### config.mk
export PLATFORM = sky130hd
export DESIGN_NAME = pmsob_top
export DESIGN_NICKNAME = d
export VERILOG_FILES = /design/src/shared/pmsob_pkg.sv /design/src/shared/pmsob_dec_if.sv /design/src/hw/pmsob_lin11_decode.sv /design/src/hw/pmsob_top.sv
export SDC_FILE = /design/constraint.sdc
export NUM_CORES = 1
export LEC_CHECK = 0
export ABC_CLOCK_PERIOD_IN_PS = 11100
export BUFFER_PORTS_ARGS = -buffer_cell sky130_fd_sc_hd__buf_2
export CORE_MARGIN = 2
export CORE_UTILIZATION = 55
export CTS_CLUSTER_DIAMETER = 120
export DETAILED_ROUTE_END_ITERATION = 8
export PLACE_DENSITY = 0.75
export SLEW_MARGIN = 20
export SYNTH_ARGS = -nofsm -noshare
export SYNTH_HDL_FRONTEND = slang
export SYNTH_SLANG_ARGS = --single-unit
### constraint.sdc
create_clock -name core_clk -period 11.1 [get_ports core_clk]
set_clock_uncertainty 0.2 [all_clocks]
set_input_delay 0.555 -clock core_clk [delete_from_list [all_inputs] [get_ports core_clk]]
set_output_delay 0.555 -clock core_clk [all_outputs]
set_load 0.02 [all_outputs]
### src/shared/pmsob_pkg.sv
// constants and types shared by the soft-off and status-byte block
package pmsob_pkg;

    // ************************************************
    // command codes
    // ************************************************
    localparam logic [7:0] CMD_WAIT = 8'h64;
    localparam logic [7:0] CMD_RAMP = 8'h65;
    localparam logic [7:0] CMD_STATUS_BYTE = 8'h78;
    localparam logic [7:0] CMD_STATUS_WORD = 8'h79;

    // ************************************************
    // field layout and reset values
    // ************************************************
    localparam int EXP_MSB = 15;
    localparam int EXP_LSB = 11;
    localparam int MAN_MSB = 10;
    localparam logic [4:0] WAIT_EXP_RST = 5'h1f;
    localparam logic [4:0] RAMP_EXP_RST = 5'h1e;
    localparam logic [7:0] SB_RESET = 8'h00;
    localparam logic [7:0] SB_CLEAR_BUSY = 8'h80;
    localparam logic [15:0] SW_CLEAR_BUSY = 16'h0080;
    localparam logic [15:0] SW_CLEAR_BOTH = 16'h0180;
    localparam int SB_BUSY = 7;
    localparam int SB_OFF = 6;
    localparam int SB_OTHER = 0;

    // ************************************************
    // ranges in quarter milliseconds
    // ************************************************
    localparam int WAIT_MAX_Q = 510;
    localparam int WAIT_STEP_Q = 2;
    localparam int RAMP_MAX_Q = 127;
    localparam int RAMP_STEP_Q = 1;
    localparam logic [6:0] RAMP_MIN_Q = 7'h02;

    // ************************************************
    // timing
    // ************************************************
    localparam int CLK_HZ = 50_000_000;
    localparam int QUARTER_MS_US = 250;
    localparam int QMS_CYCLES = CLK_HZ / 1_000_000 * QUARTER_MS_US;
    localparam int LATENCY_MAX_US = 50;
    localparam int LATENCY_MAX_CYCLES = CLK_HZ / 1_000_000 * LATENCY_MAX_US;
    localparam int DIV_STEPS = 13;
    localparam int TICK_W = 14;

    // ************************************************
    // state
    // ************************************************
    typedef enum logic [2:0] {
        SEQ_OFF = 3'b000,
        SEQ_RUN = 3'b001,
        SEQ_DIV = 3'b010,
        SEQ_WAIT = 3'b011,
        SEQ_RAMP = 3'b100
    } pmsob_seq_e;

    typedef struct packed {
        pmsob_seq_e seq;
        logic loaded;
        logic [7:0] wait_half;
        logic [6:0] ramp_q;
        logic busy;
        logic unknown;
        logic alert;
        logic [TICK_W-1:0] tick;
        logic [8:0] qcnt;
        logic [11:0] ref_lvl;
        logic [7:0] rem;
        logic [12:0] quo;
        logic [3:0] dcnt;
        logic [15:0] rd_data;
        logic rd_valid;
        logic cmd_hit;
        logic inval;
        logic [7:0] sb;
    } pmsob_state_s;

    localparam pmsob_state_s ST_RESET = '0;

endpackage

### src/shared/pmsob_dec_if.sv
// carrier between the command logic and a time-value decoder
`timescale 1ns/1ps
`default_nettype none
interface pmsob_dec_if;
    logic [15:0] word;
    logic [8:0] quarters;
    logic ok;
    modport dec (input word, output quarters, output ok);
    modport user (output word, input quarters, input ok);
endinterface
`default_nettype wire

### src/hw/pmsob_lin11_decode.sv
// decoder of an 11-bit-mantissa linear time value into quarter milliseconds
`timescale 1ns/1ps
`default_nettype none
module pmsob_lin11_decode
    import pmsob_pkg::*;
#(
    parameter int MAX_Q = 510,
    parameter int STEP_Q = 1
) (
    pmsob_dec_if.dec dif
);

    // ************************************************
    // value = mantissa * 2^(exponent + 2), in quarter ms
    // ************************************************
    always_comb begin
        logic signed [4:0] e;
        logic signed [6:0] sh;
        logic [31:0] mag;
        logic [31:0] full;
        logic exact;
        e = dif.word[EXP_MSB:EXP_LSB];
        sh = 7'(e) + 7'sd2;
        mag = {22'h0, dif.word[MAN_MSB-1:0]};
        full = '0;
        exact = 1'b1;
        if (sh >= 0) begin
            full = mag << sh[4:0];
        end else begin
            full = mag >> 5'(-sh);
            exact = ((full << 5'(-sh)) == mag);
        end
        dif.ok = !dif.word[MAN_MSB] && exact && (full <= 32'(MAX_Q))
            && ((full % 32'(STEP_Q)) == 32'h0);
        dif.quarters = full[8:0];
    end

endmodule
`default_nettype wire

### src/hw/pmsob_top.sv
// turn-off wait, soft-off ramp and fault summary byte command logic
`timescale 1ns/1ps
`default_nettype none
module pmsob_top
    import pmsob_pkg::*;
#(
    parameter int QMS_CYCLES_P = QMS_CYCLES
) (
    input wire logic core_clk,
    input wire logic rst_n,
    input wire logic cmd_valid,
    input wire logic cmd_write,
    input wire logic [7:0] cmd_code,
    input wire logic [15:0] cmd_wdata,
    output logic [15:0] rd_data,
    output logic rd_valid,
    output logic cmd_hit,
    output logic invalid_data,
    input wire logic [10:0] nvm_wait_mantissa,
    input wire logic [10:0] nvm_ramp_mantissa,
    input wire logic run_req,
    input wire logic [11:0] output_setpoint,
    input wire logic output_overvoltage_flag,
    input wire logic output_overcurrent_flag,
    input wire logic input_undervoltage_flag,
    input wire logic temperature_flag,
    input wire logic comm_memory_logic_flag,
    input wire logic other_fault_flag,
    input wire logic turn_on_timeout,
    input wire logic busy_event,
    input wire logic alert_mask,
    input wire logic alert_clear,
    output logic energy_on,
    output logic [11:0] ref_level,
    output logic [7:0] fault_summary_byte,
    output logic alert_o,
    output logic alert_oe
);

    pmsob_state_s st_r;
    pmsob_state_s st_nxt;
    pmsob_dec_if wait_if ();
    pmsob_dec_if ramp_if ();
    logic [6:0] ramp_n;
    logic tick_end;
    logic [7:0] div_t;
    logic div_ge;

    // ************************************************
    // time-value decoders
    // ************************************************
    pmsob_lin11_decode #(.MAX_Q(WAIT_MAX_Q), .STEP_Q(WAIT_STEP_Q)) u_wait_dec (.dif(wait_if));
    pmsob_lin11_decode #(.MAX_Q(RAMP_MAX_Q), .STEP_Q(RAMP_STEP_Q)) u_ramp_dec (.dif(ramp_if));

    assign wait_if.word = cmd_wdata;
    assign ramp_if.word = cmd_wdata;
    assign ramp_n = (st_r.ramp_q < RAMP_MIN_Q) ? RAMP_MIN_Q : st_r.ramp_q;
    assign tick_end = (st_r.tick == TICK_W'(QMS_CYCLES_P - 1));
    assign div_t = {st_r.rem[6:0], st_r.quo[12]};
    assign div_ge = (div_t >= {1'b0, ramp_n});

    // ************************************************
    // next state
    // ************************************************
    always_comb begin
        st_nxt = st_r;
        st_nxt.rd_valid = 1'b0;
        st_nxt.cmd_hit = 1'b0;
        st_nxt.inval = 1'b0;
        if (!st_r.loaded) begin
            st_nxt.loaded = 1'b1;
            st_nxt.wait_half = nvm_wait_mantissa[7:0];
            st_nxt.ramp_q = nvm_ramp_mantissa[6:0];
        end
        if (cmd_valid) begin
            st_nxt.rd_valid = !cmd_write;
            st_nxt.rd_data = 16'h0000;
            case (cmd_code)
                CMD_WAIT: begin
                    st_nxt.cmd_hit = 1'b1;
                    if (cmd_write && wait_if.ok) begin
                        st_nxt.wait_half = wait_if.quarters[8:1];
                    end else if (cmd_write) begin
                        st_nxt.inval = 1'b1;
                    end else begin
                        st_nxt.rd_data = {WAIT_EXP_RST, 3'h0, st_r.wait_half};
                    end
                end
                CMD_RAMP: begin
                    st_nxt.cmd_hit = 1'b1;
                    if (cmd_write && ramp_if.ok) begin
                        st_nxt.ramp_q = ramp_if.quarters[6:0];
                    end else if (cmd_write) begin
                        st_nxt.inval = 1'b1;
                    end else begin
                        st_nxt.rd_data = {RAMP_EXP_RST, 4'h0, st_r.ramp_q};
                    end
                end
                CMD_STATUS_BYTE: begin
                    st_nxt.cmd_hit = 1'b1;
                    if (cmd_write && cmd_wdata[7:0] == SB_CLEAR_BUSY) begin
                        st_nxt.busy = 1'b0;
                    end
                    st_nxt.rd_data = {8'h00, st_r.sb};
                end
                CMD_STATUS_WORD: begin
                    st_nxt.cmd_hit = cmd_write;
                    st_nxt.rd_valid = 1'b0;
                    if (cmd_write && (cmd_wdata == SW_CLEAR_BUSY || cmd_wdata == SW_CLEAR_BOTH)) begin
                        st_nxt.busy = 1'b0;
                    end
                    if (cmd_write && cmd_wdata == SW_CLEAR_BOTH) begin
                        st_nxt.unknown = 1'b0;
                    end
                end
                default: begin
                end
            endcase
        end
        // sets win over clears
        if (busy_event) begin
            st_nxt.busy = 1'b1;
        end
        if (turn_on_timeout) begin
            st_nxt.unknown = 1'b1;
        end
        if (alert_clear) begin
            st_nxt.alert = 1'b0;
        end
        if ((st_nxt.inval || turn_on_timeout) && !alert_mask) begin
            st_nxt.alert = 1'b1;
        end

        // shutdown sequencer
        unique case (st_r.seq)
            SEQ_OFF: begin
                st_nxt.ref_lvl = 12'h000;
                if (run_req) begin
                    st_nxt.seq = SEQ_RUN;
                end
            end
            SEQ_RUN: begin
                if (!run_req) begin
                    st_nxt.seq = SEQ_DIV;
                    st_nxt.quo = 13'(st_r.ref_lvl) + 13'(ramp_n) - 13'h0001;
                    st_nxt.rem = 8'h00;
                    st_nxt.dcnt = 4'h0;
                end else begin
                    st_nxt.ref_lvl = output_setpoint;
                end
            end
            SEQ_DIV: begin
                st_nxt.rem = div_ge ? (div_t - {1'b0, ramp_n}) : div_t;
                st_nxt.quo = {st_r.quo[11:0], div_ge};
                st_nxt.dcnt = st_r.dcnt + 4'h1;
                if (st_r.dcnt == 4'(DIV_STEPS - 1)) begin
                    st_nxt.seq = SEQ_WAIT;
                    st_nxt.tick = '0;
                    st_nxt.qcnt = 9'h000;
                end
            end
            SEQ_WAIT: begin
                if (st_r.qcnt == {st_r.wait_half, 1'b0}) begin
                    st_nxt.seq = SEQ_RAMP;
                    st_nxt.tick = '0;
                end else if (tick_end) begin
                    st_nxt.tick = '0;
                    st_nxt.qcnt = st_r.qcnt + 9'h001;
                end else begin
                    st_nxt.tick = st_r.tick + TICK_W'(1);
                end
            end
            SEQ_RAMP: begin
                if (st_r.ref_lvl == 12'h000) begin
                    st_nxt.seq = SEQ_OFF;
                end else if (tick_end) begin
                    st_nxt.tick = '0;
                    st_nxt.ref_lvl = (st_r.ref_lvl > st_r.quo[11:0]) ?
                        st_r.ref_lvl - st_r.quo[11:0] : 12'h000;
                end else begin
                    st_nxt.tick = st_r.tick + TICK_W'(1);
                end
            end
            default: begin
                st_nxt.seq = SEQ_OFF;
            end
        endcase

        st_nxt.sb = {st_nxt.busy,
            !(st_nxt.seq inside {SEQ_RUN, SEQ_DIV, SEQ_WAIT}),
            output_overvoltage_flag, output_overcurrent_flag, input_undervoltage_flag,
            temperature_flag, comm_memory_logic_flag,
            other_fault_flag | st_nxt.unknown};
    end

    // ************************************************
    // state register
    // ************************************************
    always_ff @(posedge core_clk) begin
        if (!rst_n) begin
            st_r <= ST_RESET;
        end else begin
            st_r <= st_nxt;
        end
    end

    assign rd_data = st_r.rd_data;
    assign rd_valid = st_r.rd_valid;
    assign cmd_hit = st_r.cmd_hit;
    assign invalid_data = st_r.inval;
    assign energy_on = st_r.seq inside {SEQ_RUN, SEQ_DIV, SEQ_WAIT};
    assign ref_level = st_r.ref_lvl;
    assign fault_summary_byte = st_r.sb;
    assign alert_o = 1'b0;
    assign alert_oe = st_r.alert;
endmodule
`default_nettype wire

==> flow_summary.toml, run 1 <==
[power_and_ir_drop]
power_density_nw_per_um2 = 120.4
peakVddDrop_v = 0.00007965
swShare = 0.3450
leakage_nw = 3.457
p_switching_w = 0.0003515
seq_power_share = 0.388
pwr-share-comb = 0.320
total_power_w = 0.001019
intPower_w = 0.0006673
p_clk_frac = 0.292

[cts]
cts_resized = 0
cts-root-buf = "clkbuf_16"
cts_hold_buf = 0
cts_setup_buffers = 0
cts_tree = "done"
clkSlewWorstSetupHoldPaths_ns = 0.07
insertion_delay_ns = 0.35
cts.path.max_buffers = 2
cts_buffers = 9
ctsHtreeMaxLevel = 3
cts_sinks = 101

[worst_setup_path]
critical_path.max_stage_delay_ns = 0.86
crit_buf_inv = 2
reg2reg_slack_ns = 7.25
crit_slowest_cell = "ha_1"
cp-end-kind = "flop"
crit_fanout = 26
critPathArrivalTime_ns = 4.70
worstSetupStartpointType = "input pin"
crit_required_ns = 11.11
path_delay_family = "compound AO/OA/AOI/OAI gates"
crit_chain = "buf_2, inv_1, ha_1, xor2_2, mux4_2, mux2i_1, o31ai_1, a21oi_1, nor4_2, a31oi_2, o21ai_0, a221oi_1"
worstSetupPathType = "in2reg"

[die]
row_count = 43
core_area_um2 = 13930
initial_core_util = 0.5658
die_w_um = 123.7
ioPinCount = 115
fp.dieH_um = 123.7
die_area_um2 = 15310

[synth]
synth_area_per_cell_um2 = 7.829
synthCells = 1007
synth_area_um2 = 7884
yosysTopAreaCell = "dfxtp_1"
synth_edf_count = 0
ys_seq_elements = 101
synth_top_flop_cell = "dfxtp_1"
synth.area.top_cells = "dfxtp_1 (26%), ha_1 (7.5%), a21oi_1 (5.6%)"
synthDistinctLibCells = 74
synth_top_area_frac = 0.2565
ys_warn_count = 0
synthArstFlopShare = 0
synth.yosys.seq_area_share = 0.2565

[drt]
drt_wl_total_um = 19730
routed_via_density = 5.904
drcViolationCount = 0
drt_iter0_drc = 517
drtPass1Iterations = 5
num_vias = 7244
detail_route.wl_per_cell_um = 16.08
ant_nets = 0

[placement]
place_ws_ns = 6.074
port_buffers = 103
dp_hpwl_um = 14650
routabilityCongestion = 0.9774

[finish]
nFillCells = 1304
post-route-util = 0.6073
area_delta_synth_final_pct = 7.332
layout.nets = 1165
drive_gt1_frac = 0.1692

[timing]
slew_violations = 0
rsz0062_at_grt = "false"
holdWs_ns = 0.1889
fin_crit_sh = 0.4229
tns_ns = 0
fmax_ghz = 0.2130
period_needed_ns = 4.694
hold_viol = 0
slew-limit-headroom = 0.2771
tightest_slew_ns = 1.080
setup_viol = 0
fin_ws_ns = 6.406

[global_routing]
grt_pass1_vias = 6471
grt_max_degree = 43
grt-ovfl-total = 0
grt.total_usage = 0.2615
grt_pass1_wl_um = 31880
antenna_found_initial = 0

[run]
cap_viol_max_count = 0

[worst_hold_path]
hold_path_class = "in2reg"

[run_status]
status = "finished clean"
==> final timing paths <==
kind / startpoint / endpoint / depth (start not counted)
setup / recovery: cmd_wdata[12] / alert_oe / 12
hold / removal: alert_mask / alert_oe / 2
setup reg to reg: st_r[92] / div_t[0] / 16
hold reg to reg: st_r[32] / st_r[32] / 2
==> area by class of cell <==
class	instances	area [µm²]	area share
Multi-Input combinational cell	742	5080	0.6003
Sequential cell	101	2022	0.2389
Timing Repair Buffer	110	568.0	0.06713
Inverter	78	292.8	0.03460
Clock buffer	9	225.2	0.02662
Tap cell	180	225.2	0.02662
Clock inverter	6	46.29	0.005471
Antenna cell	1	2.502	0.0002957
==> power by group through the flow <==
stage | Combinational (W) | Clock [W] | Sequential (W)
after detailed placement | 0.000321 | 0 | 0.000403
after floorplan | 0.000260 | 0 | 0.000395
after global routing | 0.000366 | 0.000318 | 0.000397
after CTS | 0.000323 | 0.000305 | 0.000395
after global placement | 0.000317 | 0 | 0.000403
final | 0.000326 | 0.000298 | 0.000395
==> through the flow <==
| stage | cells | instance area [µm²] |
|---|---|---|
| after floorplan | 1010 | 7895 |
| after global placement | 1211 | 8188 |
| after detailed placement | 1211 | 8188 |
| after CTS | 1226 | 8459 |
| after global routing | 1226 | 8459 |
| final | 1227 | 8462 |
==> cells by family (layout without fill, tap and decap cells) <==
family / count (synthesis) / count (layout) / synth area share
AO/OA/AOI/OAI: 263 / 263 / 0.2096
XOR/XNOR: 47 / 47 / 0.06031
adder cells (fa/ha/maj): 50 / 50 / 0.08221
buffers and inverters: 167 / 203 / 0.1014
flip-flops: 101 / 101 / 0.2565
multiplexers: 58 / 58 / 0.09062
other: 1 / 5 / 0.0004757
AND/OR/NAND/NOR: 320 / 320 / 0.1989
==> worst register-to-register path, cell delays in order, from the launching register on <==
cell,delay [ns]
dfxtp_1,0.38
nor4_1,0.30
nand2_1,0.11
nand2b_1,0.16
inv_1,0.11
ha_1,0.22
inv_1,0.06
ha_1,0.21
a21o_1,0.18
a21oi_1,0.20
o21ai_0,0.14
a211oi_1,0.36
o31ai_1,0.16
o21ai_0,0.24
a21oi_1,0.13
or4_1,0.41
a31oi_1,0.20
==> layer usage <==
metal / part of all wire / global-route usage / vias to the layer above
met5: 0 / 0 / -
met4: 0.014 / 0.06605 / 0
met3: 0.064 / 0.04670 / 25
met2: 0.45 / 0.4063 / 256
met1: 0.47 / 0.3746 / 3342
li1: - / - / 3621
==> flip-flops by register name, summed over array words and instances, names as in the netlist <==
name,cells
alert_oe,1
cmd_hit,1
div_t,8
fault_summary_byte,7
invalid_data,1
rd_data,10
rd_valid,1
ref_level,12
st_r,60
==> synth_stat cells, drive strengths merged (3+ instances only) <==
master and count:
mux4 8, o21bai 7, xor2 18, buf 47
nor2b 12, o21a 3, o31ai 8, a211oi 11
a22oi 27, clkbuf 42, nand2b 9, dfxtp 101
nor4b 3, or4 5, a2111oi 4, and3 9
nand4 16, or2 3, o21ai 51, nand3b 5
fa 3, xnor2 29, a211o 3, o211ai 7
a21o 7, nor2 104, a21oi 88, mux2 21
or3 12, ha 47, a221oi 4, o22ai 4
nor3 22, nand2 67, nor4 10, mux2i 29
inv 76, a31oi 25, and2 13, nand3 25
==> cells in the final DEF (no fill, tap or decap), types with 27 or more instances in the layout <==
master / count
a22oi_1: 27
mux2i_1: 27
dfxtp_1: 101
buf_2: 103
inv_1: 75
o21ai_0: 50
nand2_1: 67
nor2_1: 104
a21oi_1: 88
ha_1: 47
Note: power is estimated with default switching activity, not from simulation.
==> run 2, diff against run 1 <==
Settings changed: ABC_CLOCK_PERIOD_IN_PS 11100 to 4900.
Clock period 11.1 ns to 4.9 ns, I/O delays scaled along.
==> run 2 against run 1 <==
Compared with the run above: the flow now finishes with violations (negative hold slack); largest power group unchanged; worst hold slack worse by 0.19 ns; non-clock buffer count rose by 23; global-route usage increased by 1.2 points; utilization up 1.9 points; total power increased by 140%.
==> flow_summary.toml, run 2 (synthesis results as in run 1) <==
[run_status]
status = "complete, but fails checks"
violations = "negative hold slack"

[die]
core_area_um2 = 13930
die_w_um = 123.7
ioPinCount = 115
row_count = 43
die_area_um2 = 15310
initial_core_util = 0.5658
fp.dieH_um = 123.7

[drt]
drtPass1Iterations = 5
drcViolationCount = 0
routed_via_density = 5.900
drt_wl_total_um = 20710
ant_nets = 0
drt_iter0_drc = 552
num_vias = 7387
detail_route.wl_per_cell_um = 16.54

[placement]
port_buffers = 103
routabilityCongestion = 0.9442
dp_hpwl_um = 14790

[global_routing]
antenna_found_initial = 0
grt_pass1_vias = 6561
grt_max_degree = 44
grt_pass1_wl_um = 32910
grt.total_usage = 0.2736
grt-ovfl-total = 0

[cts]
cts_sinks = 101
cts_setup_buffers = 0
cts.path.max_buffers = 2
clkSlewWorstSetupHoldPaths_ns = 0.07
ctsHtreeMaxLevel = 3
cts_tree = "done"
cts_resized = 0
cts-root-buf = "clkbuf_16"
insertion_delay_ns = 0.37
cts_hold_buf = 19
cts_buffers = 9

[finish]
multi_input_area_um2 = 5082
area.sequential_um2 = 2022
layout.nets = 1188
area_delta_synth_final_pct = 10.67
post-route-util = 0.6261
drive_gt1_frac = 0.1710
largest_reg_flops = 60
nFillCells = 1274
largest-register = "st_r"
final_cell_mix = "nor2_1 (103), buf_2 (103), dfxtp_1 (101)"

[timing]
setup_viol = 0
slew_violations = 0
tns_ns = 0
fmax_ghz = 0.2238
fin_crit_sh = 0.9119
slew-limit-headroom = 0.2604
rsz0062_at_grt = "false"
tightest_slew_ns = 1.105
holdWs_ns = -0.002154
hold_viol = 1
period_needed_ns = 4.468

[power_and_ir_drop]
peakVddDrop_v = 0.0001812
power_density_nw_per_um2 = 275.9
leakage_nw = 3.578

[worst_setup_path]
crit_fanout = 26
crit_buf_inv = 3
path_delay_family = "compound AO/OA/AOI/OAI gates"
crit_required_ns = 4.96
critPathArrivalTime_ns = 4.53
crit_slowest_cell = "xor2_2"
cp-end-kind = "flop"
crit_chain = "buf_2, inv_1, ha_1, xor2_2, mux4_2, mux2i_1, o31ai_1, a21oi_1, nor4_2, a31oi_2, o21ai_0, a221oi_1, dlygate4sd3_1"
worstSetupPathType = "in2reg"
path_depth = 13
reg2reg_depth = 16
worstSetupStartpointType = "input pin"
critical_path.max_stage_delay_ns = 0.66
reg2reg_slack_ns = 1.19

[run]
cap_viol_max_count = 0

[worst_hold_path]
hold_depth = 3
hold_path_class = "in2reg"
==> run 2: cell types whose count changed in the layout (fill, tap and decap cells not counted), sizes merged <==
cell         delta
bufinv          +1
clkinv          +2
diode           +1
clkbuf          +1
inv             -2
clkinvlp        -1
dlygate4sd3    +19
buf             +4
==> run 2: routing by layer <==
| metal | up-vias | wire length (µm) | global-route usage |
|---|---|---|---|
| met4 | 0 | 294 | 0.07741 |
| li1 | 3654 | - | - |
| met5 | - | 0 | 0 |
| met3 | 21 | 1382 | 0.04808 |
| met2 | 273 | 9366 | 0.4179 |
| met1 | 3439 | 9666 | 0.3952 |
==> run 2: per-stage QoR <==
stage	total power [W]	std cells	setup slack, ns	instance area (µm²)
3_5_place_dp	0.001645	1215	0.7089	8218
5_1_grt	0.002543	1250	0.2726	8720
6_report	0.002407	1252	0.4315	8725
3_3_place_gp	0.001636	1215	0.7457	8218
2_1_floorplan	0.001485	1010	1.256	7895
4_1_cts	0.002402	1250	0.5689	8717
==> run 2: where the power goes <==
| part | internal, W | switching, W | total, W |
|---|---|---|---|
| combinational | 0.000325 | 0.000433 | 0.000758 |
| clock | 0.000414 | 0.000340 | 0.000753 |
| sequential | 0.000854 | 0.0000413 | 0.000895 |
| total | 0.00159 | 0.000815 | 0.00241 |
==> run 2: cell type report <==
class,instances,share of cell area
multi-input combinational,742,0.5825
sequential,101,0.2318
timing repair buffer,133,0.09035
inverter,78,0.03356
clock buffer,10,0.02739
tap,180,0.02581
clock inverter,6,0.008031
antenna,2,0.0005736
==> run 2: path summary, 6_finish.rpt <==
check	from	end
max	cmd_wdata[12]	alert_oe
min	output_setpoint[9]	ref_level[9]
max reg2reg	st_r[92]	div_t[0]
min reg2reg	st_r[32]	st_r[32]
==> run 2: worst reg2reg max path: stages (launching register included) <==
cell,delay [ns]
dfxtp_1,0.38
nor4_1,0.28
nand2_1,0.10
nand2b_1,0.14
inv_1,0.09
ha_1,0.22
inv_1,0.06
ha_1,0.22
a21o_1,0.18
a21oi_1,0.21
o21ai_0,0.14
a211oi_1,0.31
o31ai_1,0.15
o21ai_0,0.23
a21oi_1,0.11
or4_1,0.40
a31oi_1,0.19
==> run 3, diff against run 2 <==
Settings changed: ABC_CLOCK_PERIOD_IN_PS 4900 to 5000.
Clock period 4.9 ns to 5 ns, I/O delays scaled along.
==> run 3 against run 2 <==
Compared with the run above: the run now ends clean; sequential share of layout area up 0.11 points; final cell count down 0.80%; highest routed layer unchanged; via count increased by 0.19%; utilization down 0.30 points; total power up 1.4%; critical path depth stayed put; register-to-register slack hardly changed; routed wire length fell by 1.8%.
==> flow_summary.toml, run 3 (synthesis results as in run 1) <==
[run_status]
status = "finished clean"

[die]
die_area_um2 = 15310
die_w_um = 123.7
core_area_um2 = 13930
fp.dieH_um = 123.7
initial_core_util = 0.5658
row_count = 43
ioPinCount = 115

[worst_setup_path]
worstSetupStartpointType = "input pin"
critPathArrivalTime_ns = 4.41
crit_slowest_cell = "xor2_2"
regToRegEndpoint = "div_t[0]"
reg2reg_depth = 16
r2r-start = "st_r[92]"
critical_path.max_stage_delay_ns = 0.64
path_delay_family = "compound AO/OA/AOI/OAI gates"
crit_buf_inv = 3
crit_fanout = 26
worstSetupPathType = "in2reg"
cp-end-kind = "flop"
crit_required_ns = 5.06
reg2reg_slack_ns = 1.18
crit_path_start = "cmd_wdata[12]"
crit_chain = "buf_2, inv_1, ha_1, xor2_2, mux4_2, mux2i_1, o31ai_1, a21oi_1, nor4_2, a31oi_2, o21ai_0, a221oi_1, dlygate4sd3_1"

[global_routing]
grt_max_degree = 43
grt-ovfl-total = 0
grt_pass1_wl_um = 32230
antenna_found_initial = 0
grt.total_usage = 0.2666
grt_pass1_vias = 6450

[cts]
cts_setup_buffers = 0
cts.path.max_buffers = 2
insertion_delay_ns = 0.36
cts_tree = "done"
cts_sinks = 101
ctsHtreeMaxLevel = 3
clkSlewWorstSetupHoldPaths_ns = 0.08
cts_buffers = 9
cts-root-buf = "clkbuf_16"

[power_and_ir_drop]
peakVddDrop_v = 0.0001931
power_density_nw_per_um2 = 281.2
leakage_nw = 3.558

[timing]
slew_violations = 0
holdWs_ns = 0.007497
hold_viol = 0
tns_ns = 0
rsz0062_at_grt = "false"
setup_viol = 0
fin_crit_sh = 0.8717
tightest_slew_ns = 1.059
fin_ws_ns = 0.6414
period_needed_ns = 4.359
fmax_ghz = 0.2294
slew-limit-headroom = 0.2911

[finish]
nFillCells = 1237
final_cell_mix = "nor2_1 (104), buf_2 (103), dfxtp_1 (101)"
final_common_cell = "nor2_1"
largest-register = "st_r"
multi_input_area_um2 = 5080
area_delta_synth_final_pct = 10.14
layout.nets = 1180
drive_gt1_frac = 0.1676
largest_reg_flops = 60
post-route-util = 0.6231
n_antenna_cell = 0
area.sequential_um2 = 2022

[worst_hold_path]
hold_depth = 3
min_from = "output_setpoint[10]"
hold_path_class = "in2reg"
min_to = "ref_level[10]"

[drt]
num_vias = 7401
drtPass1Iterations = 5
ant_nets = 0
drcViolationCount = 0
routed_via_density = 5.959
detail_route.wl_per_cell_um = 16.38
drt_iter0_drc = 708
drt_wl_total_um = 20340

[placement]
dp_hpwl_um = 14610
place_ws_ns = 0.8000
routabilityCongestion = 0.9505
port_buffers = 103

[run]
cap_viol_max_count = 0
==> run 3: final cells by class <==
cell class	count	area share
Clock buffer	10	0.02637
Clock inverter	6	0.01369
Inverter	78	0.03372
Multi-Input combinational cell	742	0.5850
Sequential cell	101	0.2329
Tap cell	180	0.02594
Timing Repair Buffer	125	0.08242
==> run 3: per-layer routing <==
metal | wire, µm | vias to the layer above | share of wire | global-route usage
met5 | 0 | - | 0 | 0
met4 | 449 | 0 | 0.022 | 0.09588
met3 | 1252 | 33 | 0.062 | 0.03434
met2 | 9099 | 274 | 0.45 | 0.4093
met1 | 9542 | 3436 | 0.47 | 0.3828
li1 | - | 3658 | - | -
==> run 3: repair_timing <==
| item | 4_1_cts | 5_1_grt |
|---|---|---|
| resized for setup | 0 | 0 |
| hold buffers | 14 | 0 |
| endpoints found under the hold margin | 13 | 0 |
==> run 3: power by group <==
part	leakage, nW	total [W]	switching (W)	internal, W
sequential	0.823	0.000877	0.0000405	0.000837
combinational	2.57	0.000734	0.000422	0.000312
clock	0.169	0.000831	0.000335	0.000496
==> run 3: per-stage QoR <==
step / instance area (µm²) / total power [W] / instances
5_1_grt: 8683 / 0.002566 / 1242
6_report: 8683 / 0.002442 / 1242
2_1_floorplan: 7895 / 0.001455 / 1010
4_1_cts: 8683 / 0.002441 / 1242
3_5_place_dp: 8195 / 0.001606 / 1212
3_3_place_gp: 8195 / 0.001599 / 1212
==> run 3: worst reg2reg max path: cells and delay by family (launching register included) <==
kind / cells / cell delay [ns]
flops: 1 / 0.38
compound gates: 8 / 1.61
buf+inv: 2 / 0.15
fa+ha+maj: 2 / 0.43
simple gates: 4 / 0.95
==> run 3: worst max path at each step <==
stage,endpoint,slack [ns],cells after the start
6_report,alert_oe,0.64,13
5_1_grt,alert_oe,0.40,14
4_1_cts,alert_oe,0.69,13
3_5_place_dp,st_r[91],0.80,12
3_3_place_gp,st_r[95],0.84,12
2_1_floorplan,st_r[91],1.35,16
